$ cat src/hsc_pkg.sv
// shared constants, types and mode decoding for the high-speed event counter
package hsc_pkg;

   // width of the running count and the preset target
   localparam int unsigned COUNT_W = 32;
   // width of the mode number given with the definition command
   localparam int unsigned MODE_W = 4;
   localparam logic [3:0] MODE_LAST = 4'hB;

   // counter control byte field positions
   localparam int unsigned CTRL_RST_POL_BIT   = 0;
   localparam int unsigned CTRL_START_POL_BIT = 1;
   localparam int unsigned CTRL_RATE_BIT      = 2;
   localparam int unsigned CTRL_DIR_BIT       = 3;
   localparam int unsigned CTRL_DIR_WR_BIT    = 4;
   localparam int unsigned CTRL_PRESET_WR_BIT = 5;
   localparam int unsigned CTRL_COUNT_WR_BIT  = 6;
   localparam int unsigned CTRL_ENABLE_BIT    = 7;

   // reset values: active-high reset and start, fourfold quadrature rate
   localparam logic RST_POL_RESET   = 1'b0;
   localparam logic START_POL_RESET = 1'b0;
   localparam logic RATE_1X_RESET   = 1'b0;
   localparam logic DIR_RESET       = 1'b1;
   localparam logic [3:0] MODE_RESET = 4'h0;
   localparam logic [31:0] COUNT_RESET  = 32'h0000_0000;
   localparam logic [31:0] PRESET_RESET = 32'h0000_0000;

   // coincidence window of the two-clock modes
   localparam int unsigned CLK_PERIOD_NS = 10;
   localparam int unsigned COINC_NS      = 300;
   // longest time, so it rounds down
   localparam int unsigned COINC_CYCLES  = COINC_NS / CLK_PERIOD_NS;
   localparam int unsigned COINC_W       = 5;

   // the four counter families
   typedef enum logic [1:0] {
      FAM_INT_DIR = 2'h0,
      FAM_EXT_DIR = 2'h1,
      FAM_TWO_CLK = 2'h2,
      FAM_QUAD    = 2'h3
   } family_t;

   // two-clock pending-edge states; each pending state is one bit from idle
   typedef enum logic [1:0] {
      CO_IDLE = 2'h0,
      CO_UP   = 2'h1,
      CO_DOWN = 2'h2
   } coinc_t;

   // family of a mode number, three modes each
   function automatic family_t mode_family(input logic [3:0] mode);
      if (mode < 4'h3) begin
         return FAM_INT_DIR;
      end else if (mode < 4'h6) begin
         return FAM_EXT_DIR;
      end else if (mode < 4'h9) begin
         return FAM_TWO_CLK;
      end else begin
         return FAM_QUAD;
      end
   endfunction

   // position of a mode inside its family: 0 bare, 1 reset, 2 reset+start
   function automatic logic [1:0] mode_variant(input logic [3:0] mode);
      logic [3:0] r;
      r = mode % 4'h3;
      return r[1:0];
   endfunction

   function automatic logic mode_has_reset(input logic [3:0] mode);
      return mode_variant(mode) != 2'h0;
   endfunction

   function automatic logic mode_has_start(input logic [3:0] mode);
      return mode_variant(mode) == 2'h2;
   endfunction

endpackage

$ cat src/high_speed_event_counter.sv
// high-speed event counter: twelve modes, staged updates, event pulses
//
// Function
// - modes 0-2 single clock, internal direction
// - modes 3-5 single clock, external direction
// - modes 6-8 separate up and down clocks
// - modes 9-11 decode quadrature phases A, B
// - near-coincident up/down edges leave count alone
// - config bit 0 sets reset polarity
// - config bit 1 sets start polarity
// - config bit 2 selects 4x or 1x
// - defaults: high reset, high start, 4x
// - config bits sampled only at definition
// - definition fixed until controller stops
// - control bit 3 holds direction value
// - control bit 4 applies new direction
// - control bit 5 loads staged preset
// - control bit 6 loads staged count
// - control bit 7 enables or disables counter
// - control inputs examined only at update
// - count and preset are signed 32-bit
// - count readable always, written by update
// - active reset clears and holds count
// - inactive start freezes count, ignores clocks
// - reset ignored without start; start clears
// - events: equal preset, reset, direction change
`timescale 1ns/10ps
`default_nettype none

module high_speed_event_counter #(
   parameter int unsigned COUNT_W      = hsc_pkg::COUNT_W,
   parameter int unsigned COINC_CYCLES = hsc_pkg::COINC_CYCLES
) (
   input  wire logic               clk,
   input  wire logic               srst,
   // field pins: clock/up/A, direction/down/B, reset, start
   input  wire logic               pin_a,
   input  wire logic               pin_b,
   input  wire logic               pin_reset,
   input  wire logic               pin_start,
   // controlling program side
   input  wire logic               controller_stopped,
   input  wire logic               counter_definition_command,
   input  wire logic [3:0]         definition_mode,
   input  wire logic               counter_update_command,
   input  wire logic [7:0]         counter_control_byte,
   input  wire logic [COUNT_W-1:0] staged_current_value,
   input  wire logic [COUNT_W-1:0] staged_preset_value,
   output logic      [COUNT_W-1:0] count_read_path,
   output logic                    counter_defined,
   output logic                    counter_enabled,
   output logic                    count_direction_up,
   output logic                    count_equals_preset,
   output logic                    equal_event,
   output logic                    reset_event,
   output logic                    direction_event
);

   generate
      if (COUNT_W < 2 || COUNT_W > 32) begin : g_bad_count_w
         $error("COUNT_W must lie between 2 and 32");
      end
      if (COINC_CYCLES < 1 || COINC_CYCLES >= (1 << hsc_pkg::COINC_W)) begin : g_bad_coinc
         $error("COINC_CYCLES must fit the window timer");
      end
   endgenerate

   localparam logic [hsc_pkg::COINC_W-1:0] COINC_LAST =
      hsc_pkg::COINC_W'(COINC_CYCLES - 1);

   // synchronised pins and their edges
   logic [3:0] pin_level;
   logic [3:0] pin_rise;
   logic [3:0] pin_fall;

   pin_sync_edge #(
      .WIDTH (4)
   ) u_pin_sync (
      .clk    (clk),
      .srst   (srst),
      .pin_in ({pin_start, pin_reset, pin_b, pin_a}),
      .level  (pin_level),
      .rise   (pin_rise),
      .fall   (pin_fall)
   );

   // configuration state, fixed between definition and stop
   logic       defined_reg,   defined_next;
   logic [3:0] mode_reg,      mode_next;
   logic       rst_pol_reg,   rst_pol_next;
   logic       start_pol_reg, start_pol_next;
   logic       rate_1x_reg,   rate_1x_next;

   // counting state
   logic                  enable_reg,   enable_next;
   logic                  dir_reg,      dir_next;
   logic [COUNT_W-1:0]    count_reg,    count_next;
   logic [COUNT_W-1:0]    preset_reg,   preset_next;
   logic                  rst_held_reg, rst_held_next;
   logic                  eq_reg,       eq_next;
   logic                  eq_evt_reg,   eq_evt_next;
   logic                  rst_evt_reg,  rst_evt_next;
   logic                  dir_evt_reg,  dir_evt_next;

   // two-clock coincidence filter state
   hsc_pkg::coinc_t              co_reg,    co_next;
   logic [hsc_pkg::COINC_W-1:0]  timer_reg, timer_next;

   // decoded count requests and gating terms
   hsc_pkg::family_t fam;
   logic             step_up;
   logic             step_down;
   logic             two_up;
   logic             two_down;
   logic             rst_active;
   logic             start_active;
   logic             rst_effective;
   logic             running;
   logic             b_before;

   // definition: sample mode and polarity bits once, release on stop
   always_comb begin
      defined_next   = defined_reg;
      mode_next      = mode_reg;
      rst_pol_next   = rst_pol_reg;
      start_pol_next = start_pol_reg;
      rate_1x_next   = rate_1x_reg;
      if (controller_stopped) begin
         defined_next = 1'b0;
      end else if (counter_definition_command && !defined_reg &&
                   definition_mode <= hsc_pkg::MODE_LAST) begin
         defined_next   = 1'b1;
         mode_next      = definition_mode;
         rst_pol_next   = counter_control_byte[hsc_pkg::CTRL_RST_POL_BIT];
         start_pol_next = counter_control_byte[hsc_pkg::CTRL_START_POL_BIT];
         rate_1x_next   = counter_control_byte[hsc_pkg::CTRL_RATE_BIT];
      end
   end

   // reset values give high reset, high start and 4x until defined
   always_ff @(posedge clk) begin
      if (srst) begin
         defined_reg   <= 1'b0;
         mode_reg      <= hsc_pkg::MODE_RESET;
         rst_pol_reg   <= hsc_pkg::RST_POL_RESET;
         start_pol_reg <= hsc_pkg::START_POL_RESET;
         rate_1x_reg   <= hsc_pkg::RATE_1X_RESET;
      end else begin
         defined_reg   <= defined_next;
         mode_reg      <= mode_next;
         rst_pol_reg   <= rst_pol_next;
         start_pol_reg <= start_pol_next;
         rate_1x_reg   <= rate_1x_next;
      end
   end

   // reset and start levels after polarity, gated by the mode's pin set
   always_comb begin
      fam          = hsc_pkg::mode_family(mode_reg);
      rst_active   = hsc_pkg::mode_has_reset(mode_reg) &&
                     (pin_level[2] ^ rst_pol_reg);
      start_active = !hsc_pkg::mode_has_start(mode_reg) ||
                     (pin_level[3] ^ start_pol_reg);
      // reset only bites while start lets the counter run
      rst_effective = defined_reg && enable_reg &&
                      rst_active && start_active;
      running = defined_reg && enable_reg && start_active &&
                !rst_effective;
   end

   // per-family decode of a single count step
   always_comb begin
      step_up   = 1'b0;
      step_down = 1'b0;
      // phase B level one cycle earlier, rebuilt from its edges
      b_before  = pin_level[1] ^ (pin_rise[1] | pin_fall[1]);
      case (fam)
         hsc_pkg::FAM_INT_DIR: begin
            step_up   = pin_rise[0] && dir_reg;
            step_down = pin_rise[0] && !dir_reg;
         end
         hsc_pkg::FAM_EXT_DIR: begin
            step_up   = pin_rise[0] && pin_level[1];
            step_down = pin_rise[0] && !pin_level[1];
         end
         hsc_pkg::FAM_TWO_CLK: begin
            step_up   = two_up;
            step_down = two_down;
         end
         default: begin
            if (rate_1x_reg) begin
               // one count per cycle, on the rising edge of A
               step_up   = pin_rise[0] && !pin_level[1];
               step_down = pin_rise[0] && pin_level[1];
            end else if ((pin_rise[0] | pin_fall[0]) ^
                         (pin_rise[1] | pin_fall[1])) begin
               // every edge of either phase; a double jump is ignored
               step_up   = pin_level[0] ^ b_before;
               step_down = !(pin_level[0] ^ b_before);
            end
         end
      endcase
   end

   // two-clock filter: an edge waits out the window for its opposite;
   // this delays a two-clock step by the window length, or until the next edge of the same clock
   always_comb begin
      co_next    = co_reg;
      timer_next = timer_reg;
      two_up     = 1'b0;
      two_down   = 1'b0;
      if (fam != hsc_pkg::FAM_TWO_CLK || !running) begin
         co_next    = hsc_pkg::CO_IDLE;
         timer_next = '0;
      end else begin
         case (co_reg)
            hsc_pkg::CO_IDLE: begin
               timer_next = '0;
               if (pin_rise[0] && !pin_rise[1]) begin
                  co_next = hsc_pkg::CO_UP;
               end else if (pin_rise[1] && !pin_rise[0]) begin
                  co_next = hsc_pkg::CO_DOWN;
               end
            end
            hsc_pkg::CO_UP: begin
               if (pin_rise[1]) begin
                  co_next = hsc_pkg::CO_IDLE;
               end else if (pin_rise[0]) begin
                  two_up     = 1'b1;
                  timer_next = '0;
               end else if (timer_reg == COINC_LAST) begin
                  two_up  = 1'b1;
                  co_next = hsc_pkg::CO_IDLE;
               end else begin
                  timer_next = timer_reg + 1'b1;
               end
            end
            hsc_pkg::CO_DOWN: begin
               if (pin_rise[0]) begin
                  co_next = hsc_pkg::CO_IDLE;
               end else if (pin_rise[1]) begin
                  two_down   = 1'b1;
                  timer_next = '0;
               end else if (timer_reg == COINC_LAST) begin
                  two_down = 1'b1;
                  co_next  = hsc_pkg::CO_IDLE;
               end else begin
                  timer_next = timer_reg + 1'b1;
               end
            end
            default: begin
               co_next = hsc_pkg::CO_IDLE;
            end
         endcase
      end
   end

   // count, preset, direction and events; update wins over a step,
   // and an effective reset wins over both
   always_comb begin
      enable_next   = enable_reg;
      dir_next      = dir_reg;
      count_next    = count_reg;
      preset_next   = preset_reg;
      rst_held_next = rst_effective;
      dir_evt_next  = 1'b0;
      if (controller_stopped) begin
         enable_next = 1'b0;
      end
      if (running && step_up) begin
         count_next = count_reg + 1'b1;
         dir_next   = 1'b1;
      end else if (running && step_down) begin
         count_next = count_reg - 1'b1;
         dir_next   = 1'b0;
      end
      // staged values are looked at only on the update command
      if (counter_update_command && defined_reg && !controller_stopped) begin
         if (counter_control_byte[hsc_pkg::CTRL_DIR_WR_BIT]) begin
            dir_next = counter_control_byte[hsc_pkg::CTRL_DIR_BIT];
         end
         if (counter_control_byte[hsc_pkg::CTRL_PRESET_WR_BIT]) begin
            preset_next = staged_preset_value;
         end
         if (counter_control_byte[hsc_pkg::CTRL_COUNT_WR_BIT]) begin
            count_next = staged_current_value;
         end
         enable_next = counter_control_byte[hsc_pkg::CTRL_ENABLE_BIT];
      end
      if (rst_effective) begin
         count_next = '0;
      end
      // direction changes only count from hardware, in modes 3 to 11
      if (fam != hsc_pkg::FAM_INT_DIR && running && (step_up || step_down) &&
          dir_next != dir_reg) begin
         dir_evt_next = 1'b1;
      end
      eq_next      = count_next == preset_next;
      // event when count arrives at the preset, not while it rests there
      eq_evt_next  = defined_reg && enable_reg && eq_next &&
                     count_next != count_reg;
      rst_evt_next = rst_effective && !rst_held_reg;
   end

   always_ff @(posedge clk) begin
      if (srst) begin
         enable_reg   <= 1'b0;
         dir_reg      <= hsc_pkg::DIR_RESET;
         count_reg    <= hsc_pkg::COUNT_RESET[COUNT_W-1:0];
         preset_reg   <= hsc_pkg::PRESET_RESET[COUNT_W-1:0];
         rst_held_reg <= 1'b0;
         eq_reg       <= 1'b0;
         eq_evt_reg   <= 1'b0;
         rst_evt_reg  <= 1'b0;
         dir_evt_reg  <= 1'b0;
         co_reg       <= hsc_pkg::CO_IDLE;
         timer_reg    <= '0;
      end else begin
         enable_reg   <= enable_next;
         dir_reg      <= dir_next;
         count_reg    <= count_next;
         preset_reg   <= preset_next;
         rst_held_reg <= rst_held_next;
         eq_reg       <= eq_next;
         eq_evt_reg   <= eq_evt_next;
         rst_evt_reg  <= rst_evt_next;
         dir_evt_reg  <= dir_evt_next;
         co_reg       <= co_next;
         timer_reg    <= timer_next;
      end
   end

   // every output straight from a flip-flop
   assign count_read_path     = count_reg;
   assign counter_defined     = defined_reg;
   assign counter_enabled     = enable_reg;
   assign count_direction_up  = dir_reg;
   assign count_equals_preset = eq_reg;
   assign equal_event         = eq_evt_reg;
   assign reset_event         = rst_evt_reg;
   assign direction_event     = dir_evt_reg;

endmodule // high_speed_event_counter

`default_nettype wire

$ cat src/pin_sync_edge.sv
// two-flop synchronisers with edge detection for the counter input pins
`timescale 1ns/10ps
`default_nettype none

module pin_sync_edge #(
   parameter int unsigned WIDTH = 4
) (
   input  wire logic             clk,
   input  wire logic             srst,
   input  wire logic [WIDTH-1:0] pin_in,
   output logic      [WIDTH-1:0] level,
   output logic      [WIDTH-1:0] rise,
   output logic      [WIDTH-1:0] fall
);

   logic [WIDTH-1:0] meta_reg;
   logic [WIDTH-1:0] sync_reg;
   logic [WIDTH-1:0] prev_reg;

   generate
      if (WIDTH < 1) begin : g_bad_width
         $error("pin_sync_edge needs at least one pin");
      end
   endgenerate

   // first stage feeds only the second; edges compare stage two and three
   always_ff @(posedge clk) begin
      if (srst) begin
         meta_reg <= '0;
         sync_reg <= '0;
         prev_reg <= '0;
      end else begin
         meta_reg <= pin_in;
         sync_reg <= meta_reg;
         prev_reg <= sync_reg;
      end
   end

   // edges per bit, one cycle long
   genvar i;
   generate
      for (i = 0; i < WIDTH; i++) begin : g_edge
         assign level[i] = sync_reg[i];
         assign rise[i]  = sync_reg[i] & ~prev_reg[i];
         assign fall[i]  = ~sync_reg[i] & prev_reg[i];
      end
   endgenerate

endmodule // pin_sync_edge

`default_nettype wire
$ cat config.mk
export PLATFORM = sky130hd
export DESIGN_NAME = high_speed_event_counter
export DESIGN_NICKNAME = d
export VERILOG_FILES = /design/src/hsc_pkg.sv /design/src/high_speed_event_counter.sv /design/src/pin_sync_edge.sv
export SDC_FILE = /design/constraint.sdc
export NUM_CORES = 1
export LEC_CHECK = 0
export ABC_CLOCK_PERIOD_IN_PS = 15050
export BUFFER_PORTS_ARGS = -buffer_cell sky130_fd_sc_hd__buf_2
export CAP_MARGIN = 20
export CORE_MARGIN = 3
export CORE_UTILIZATION = 33
export CTS_BUF_LIST = sky130_fd_sc_hd__clkbuf_8
export DETAILED_ROUTE_END_ITERATION = 10
export GPL_TIMING_DRIVEN = 0
export HOLD_SLACK_MARGIN = 0.08
export PLACE_DENSITY = 0.57
export SLEW_MARGIN = 20
export SYNTH_ARGS = -nofsm -noshare
export SYNTH_HDL_FRONTEND = slang
export SYNTH_SLANG_ARGS = --single-unit
$ cat constraint.sdc
create_clock -name clk -period 15.05 [get_ports clk]
set_input_delay 1.505 -clock clk [delete_from_list [all_inputs] [get_ports clk]]
set_output_delay 1.505 -clock clk [all_outputs]
set_load 0.02 [all_outputs]
== After elaboration in Yosys (flattened, before gate mapping) ==
Index checks and enable logic that the tools add are counted.
W data, S select, Z words.

* Bits in registers: 96
* Input port bits: 85
* Output and inout port bits: 39
* Word-level logic and storage cells: 153

* Add/sub/neg operators: 3
* Divide/modulo/power cells: 1
* Magnitude comparators: 4
* Equality and inequality tests: 15
* Muxes and demuxes: 46
* Bitwise logic cells: 16
* Reductions and logical operators: 49

{| class="wikitable"
|+ Operator list
! kind !! count
|-
| $mux W32 || 7
|-
| $add A32 B1 Y32 const B || 1
|-
| $eq A32 B32 Y1 || 1
|-
| $ne A32 B32 Y1 || 1
|-
| $sub A32 B1 Y32 const B || 1
|-
| $mux W5 || 5
|-
| $logic_and A1 B1 Y1 || 24
|-
| $mux W1 || 21
|-
| $mux W2 || 9
|-
| $pmux W5 S3 || 1
|-
| $logic_not A1 Y1 || 11
|-
| $ne A3 B3 Y1 const B || 3
|-
| $eq A2 B2 Y1 const B || 3
|-
| $ne A2 B2 Y1 const B || 3
|-
| $pmux W1 S3 || 2
|-
| $pmux W2 S3 || 1
|-
| $reduce_and A3 Y1 || 2
|-
| $reduce_bool A2 Y1 || 3
|-
| $add A5 B1 Y5 const B || 1
|-
| $eq A5 B5 Y1 const B || 1
|-
| $not A1 Y1 || 5
|-
| $xor A1 B1 Y1 || 5
|-
| $and A1 B1 Y1 || 4
|-
| $eq A2 B1 Y1 const B || 2
|-
| other kinds (12) || 17
|}

== Logic depth before layout (Yosys ltp) ==
* Depth after elaboration: 20
* Gate-level depth with buffers: 22
* Mapped depth without buffers: 20

== By module ==
A second synthesis with hierarchy kept.

* Cells, all modules: 1,099
* Area, all modules: 8,284.2 um2

{| class="wikitable"
|+ Modules (own cells, without submodules)
! module !! instances !! cells each !! area an instance (um2)
|-
| high_speed_event_counter || 1 || 1,066 || 7,867.5
|-
| pin_sync_edge || 1 || 33 || 416.6
|}

== Worst setup path before layout ==
Ideal clock, no wire load.

* Path type: reg2reg
* Start point: reg mode_reg[3]
* End point: reg eq_evt_reg (netlist: equal_event)
* Arrival: 4.700 ns
* Required time: 14.990 ns
* Path slack: 10.291 ns
* Stages on the path, launching flop included: 22
* Path buffers: 2
* Period minus slack after synthesis: 4.759 ns
* Cells stage by stage: dfxtp_1 -> nand2b_1 -> inv_1 -> ha_1 -> inv_1 -> ha_1 -> o211ai_1 -> o21ai_0 -> ha_1 -> or3b_2 -> a21o_1 -> and4b_1 -> o311ai_2 -> clkbuf_1 -> clkbuf_1 -> o22ai_1 -> xnor2_1 -> a311o_1 -> nor4_2 -> nand4_1 -> nor4_2 -> and3_1

* Cells in the longest elaborated chain, start to end: 20
* Elaborated cells between the ends (all ways): 38

{| class="wikitable"
|+ RTL lines
! what !! RTL line !! source
|-
| from (decl) || high_speed_event_counter.sv:89 || <nowiki>logic [3:0] mode_reg, mode_next;</nowiki>
|-
| from (signal assigned) || high_speed_event_counter.sv:144 || <nowiki>mode_reg <= hsc_pkg::MODE_RESET;</nowiki>
|-
| from (signal assigned) || high_speed_event_counter.sv:150 || <nowiki>mode_reg <= mode_next;</nowiki>
|-
| $mod A4 B2 Y4 || hsc_pkg.sv:67 || <nowiki>r = mode % 4'h3;</nowiki>
|-
| $eq A2 B2 Y1 or $reduce_bool A2 Y1 (tied branches) || hsc_pkg.sv:76, hsc_pkg.sv:72 ||
|-
| $logic_not A1 Y1 or $logic_and A1 B1 Y1 (tied branches) || high_speed_event_counter.sv:162, high_speed_event_counter.sv:160 ||
|-
| $logic_or A1 B1 Y1 or $logic_and A1 B1 Y1 (tied branches) || high_speed_event_counter.sv:162, high_speed_event_counter.sv:165 ||
|-
| $logic_and A1 B1 Y1 || high_speed_event_counter.sv:166 || <nowiki>rst_active && start_active;</nowiki>
|-
| $logic_not A1 Y1 || high_speed_event_counter.sv:168 || <nowiki>!rst_effective;</nowiki>
|-
| $logic_and A1 B1 Y1 || high_speed_event_counter.sv:167 || <nowiki>running = defined_reg && enable_reg && start_active &&</nowiki>
|-
| $logic_not A1 Y1 || high_speed_event_counter.sv:212 || <nowiki>if (fam != hsc_pkg::FAM_TWO_CLK || !running) begin</nowiki>
|-
| [... 4 more ...] || n/a ||
|-
| $mux W32 || high_speed_event_counter.sv:273 || <nowiki>end else if (running && step_down) begin</nowiki>
|-
| $mux W32 || high_speed_event_counter.sv:270 || <nowiki>if (running && step_up) begin</nowiki>
|-
| $mux W32 || high_speed_event_counter.sv:285 || <nowiki>if (counter_control_byte[hsc_pkg::CTRL_COUNT_WR_BIT]) begin</nowiki>
|-
| $mux W32 || high_speed_event_counter.sv:278 || <nowiki>if (counter_update_command && defined_reg && !controller_stopped) begin</nowiki>
|-
| $mux W32 * || high_speed_event_counter.sv:290 || <nowiki>if (rst_effective) begin</nowiki>
|-
| $eq A32 B32 Y1 || high_speed_event_counter.sv:298 || <nowiki>eq_next = count_next == preset_next;</nowiki>
|-
| $logic_and A1 B1 Y1 || high_speed_event_counter.sv:300 || <nowiki>eq_evt_next = defined_reg && enable_reg && eq_next &&</nowiki>
|-
| $logic_and A1 B1 Y1 * || high_speed_event_counter.sv:300 ||
|-
| to (signal assigned) || high_speed_event_counter.sv:325 || <nowiki>eq_evt_reg <= eq_evt_next;</nowiki>
|-
| to (decl) || high_speed_event_counter.sv:101 || <nowiki>logic eq_evt_reg, eq_evt_next;</nowiki>
|}

Every way passes the cells marked *; elsewhere a longest branch is shown, timed or not.
A chain may end at the register's enable or synchronous reset.

== Final worst setup path ==
Same ends and word-level chain as after synthesis.

==> flow_summary_export.csv <==
group,metric,value,unit
timing,relSlewSlack,25.2,%
clock_tree,cts_setup_buffers,0,
detailed_routing,firstDrtPassIters,6,
synth,yosysWarningCount,0,
global_route,grt_usage,32.2,%
global_route,grt_pass1_vias,9513,
synth,syn_area,8090,sq um
finish,drive_gt1_share,14.1,%
power,cellLeakagePower,0.00380,uW
setup_path,critPathMaxFanout,10,
synth,syn-num-nets,1237,
finish,final_common_cell,"nor2_1",
synth,synth_edf_count,0,
finish,fillCellCount,2572,
setup_path,critical_path_class,"reg2reg",
synth,synthAdderAreaFrac,2.16,%
synth,synthSimpleGateAreaFrac,33.0,%
synth,muxShareOfSynthArea,6.88,%
clock_tree,cts-root-buf,"clkbuf_8",
setup_path,setup.worst_path.end_class,"flip-flop",
power,seq_power_share,47.2,%
global_route,gr-total-overflow,0,
run_status,status,"completed",
timing,skew,0.0206,ns
timing,period_needed,6.55,ns
setup_path,startpoint_type,"flip-flop",
clock_tree,clkTransAtPathRegs,0.12,ns
power,p_sw,198,uW
synth,synth_top_family_by_area,"simple AND/OR/NAND/NOR gates",
clock_tree,clockBufferDepth,2,
placement,dp_hpwl,34400,um
power,p_total,559,uW
clock_tree,hold_buffers,0,
synth,synth_seq_area_share,23.7,%
timing,finalSetupViolCount,0,
synth,synth-compound-area-share,25.0,%
power,p_per_area,60.0,nW/um^2
power,p_int,361,uW
flow_run,maxCapViolations,0,
synth,synth_top_area_share,23.7,%
finish,multi_input_area,5710,sq um
synth,ys_types,72,
timing,max_freq,153,MHz
finish,layout_common_cells,"nor2_1 (153), buf_2 (126), dfxtp_1 (96)",
finish,final-seq-area,1920,sq um
placement,gp_congestion,1.04,
detailed_routing,vias,10200,
global_route,antenna_found_initial,0,
die,num_rows,56,
die,die_h,163,um
synth,synth.avg_cell_area,7.11,sq um
synth,synthArstFlopShare,0,%
die,ios,124,
timing,finalMaxSlewViolations,0,
global_route,grt_max_degree,19,
setup_path,cp.arrival,6.90,ns
die,fp.dieArea,26400,sq um
die,initial_core_util,34.1,%
power,p_sw_share,35.4,%
die,die_w,163,um
detailed_routing,routed_wl,43600,um
timing,hold_violations,0,
synth,syn_inst,1138,
timing,post-route-period-util,43.5,%
power,comb_power_share,19.9,%
placement,port_buffers,123,
worst_hold_path,hold_path.class,"reg2reg",
clock_tree,cts_tree,"yes",
synth,synth_flop_cell,"dfxtp_1",
timing,tightest_slew,1.11,ns
detailed_routing,final_antenna_net_count,0,
clock_tree,clock_sinks,96,
finish,num_antenna_cells,0,
synth,synth_top_cell_by_area,"dfxtp_1",
synth,synth-xor-area-share,3.57,%
power,peakVddDrop,0.0532,mV
synth,synth-seq-cells,96,
detailed_routing,routedWlPerCell,27.3,um
clock_tree,h-tree-depth,3,
detailed_routing,post-route-drc-count,0,
detailed_routing,initialDrtViolationCount,1193,
clock_tree,cts-buffers-inserted,9,
detailed_routing,viasPerCell,6.38,
clock_tree,post_cts_resized,0,
timing,fin_setup_tns,0,ns
setup_path,cp.required,15.40,ns
global_route,grt_pass1_wl,63300,um
power,clock_power_share,32.9,%
clock_tree,clock_latency,0.41,ns
finish,syn_to_final_growth,15.0,%
finish,layout.nets,1372,
synth,synthTopCellsByArea,"dfxtp_1 (24%), nor2_1 (7.1%), mux2i_1 (6.2%), a21oi_1 (4.0%), nand2_1 (4.0%)",
timing,rsz0062_at_grt,"false",
die,core-area,23800,sq um
==> synth_stat cells, drive strengths merged (6+ instances only) <==
master,count
a211oi,18
a21oi,65
a221oi,8
a22oi,8
a311oi,6
a31o,6
a31oi,24
a41oi,8
and2,6
and3,15
buf,12
clkbuf,67
dfxtp,96
ha,14
inv,41
mux2i,50
nand2,86
nand2b,9
nand3,50
nand4,36
nor2,153
nor2b,14
nor3,53
nor3b,6
nor4,23
o211ai,8
o21ai,58
o22ai,16
o31ai,9
or2,11
or3,20
or4,16
xnor2,23
xor2,10
==> kinds of logic (layout without fill, tap and decap cells) <==
logic type	Yosys count	in the layout
buffers and inverters	120	260
AND/OR/NAND/NOR	523	523
multiplexers	55	55
adder cells (fa/ha/maj)	14	14
flip-flops	96	96
XOR/XNOR	33	33
AO/OA/AOI/OAI	297	297
==> per-layer routing <==
metal | up-vias | GRT usage, % | routed length [um]
met2 | 717 | 47.9 | 18000
met5 | - | 0 | 0
met1 | 4799 | 44.8 | 18400
met4 | 0 | 13.6 | 2070
met3 | 116 | 7.25 | 5120
li1 | 4562 | - | -
==> power by group through the flow <==
| stage | sequential (uW) | clock, uW | combinational [uW] |
|---|---|---|---|
| 3_5_place_dp | 269 | 0 | 107 |
| 4_1_cts | 264 | 187 | 107 |
| 6_report | 264 | 184 | 111 |
| 2_1_floorplan | 270 | 0 | 59.0 |
| 3_3_place_gp | 269 | 0 | 108 |
| 5_1_grt | 264 | 194 | 118 |
==> through the flow <==
stage	cells	util (%)	hold slack [ns]	area, sq um	worst slack, ns
2_1_floorplan	1138	-	0.376	8090	10.29
3_3_place_gp	1580	38.3	0.379	9110	8.69
3_5_place_dp	1581	38.4	0.387	9120	8.76
4_1_cts	1597	39.2	0.404	9310	8.69
5_1_grt	1597	39.2	0.419	9310	8.11
6_report	1597	39.2	0.400	9310	8.50
==> final cells by class <==
cell class	instances	share of cell area (%)
inverters	41	1.65
well taps	319	4.29
clock buffers	9	1.33
flip-flops and latches	96	20.6
repair buffers	124	6.69
multi-input cells	922	61.4
plain buffers	79	3.31
clock inverters	7	0.686
==> final timing paths <==
check                from          end  slack, ns  cells after the start
min reg2reg  rst_held_reg  reset_event       0.40                      1
max           mode_reg[3]  equal_event       8.50                     21
max reg2reg   mode_reg[3]  equal_event       8.50                     21
min          rst_held_reg  reset_event       0.40                      1
==> critical path, stage by stage (launching register included) <==
cell      delay [ns]
dfxtp_1         0.51
nand2b_1        0.28
inv_1           0.07
ha_1            0.22
inv_1           0.10
ha_1            0.29
o21ai_0         0.12
ha_1            0.20
or3b_2          0.47
a21o_1          0.24
and4b_1         0.24
o311ai_2        0.66
clkbuf_1        0.42
clkbuf_1        0.60
clkbuf_1        0.54
o211ai_1        0.18
nand4_1         0.17
nand4_1         0.16
a311oi_1        0.31
nand4_1         0.26
nor4_2          0.23
and3_1          0.21
Power figures use the tool's default switching activity.
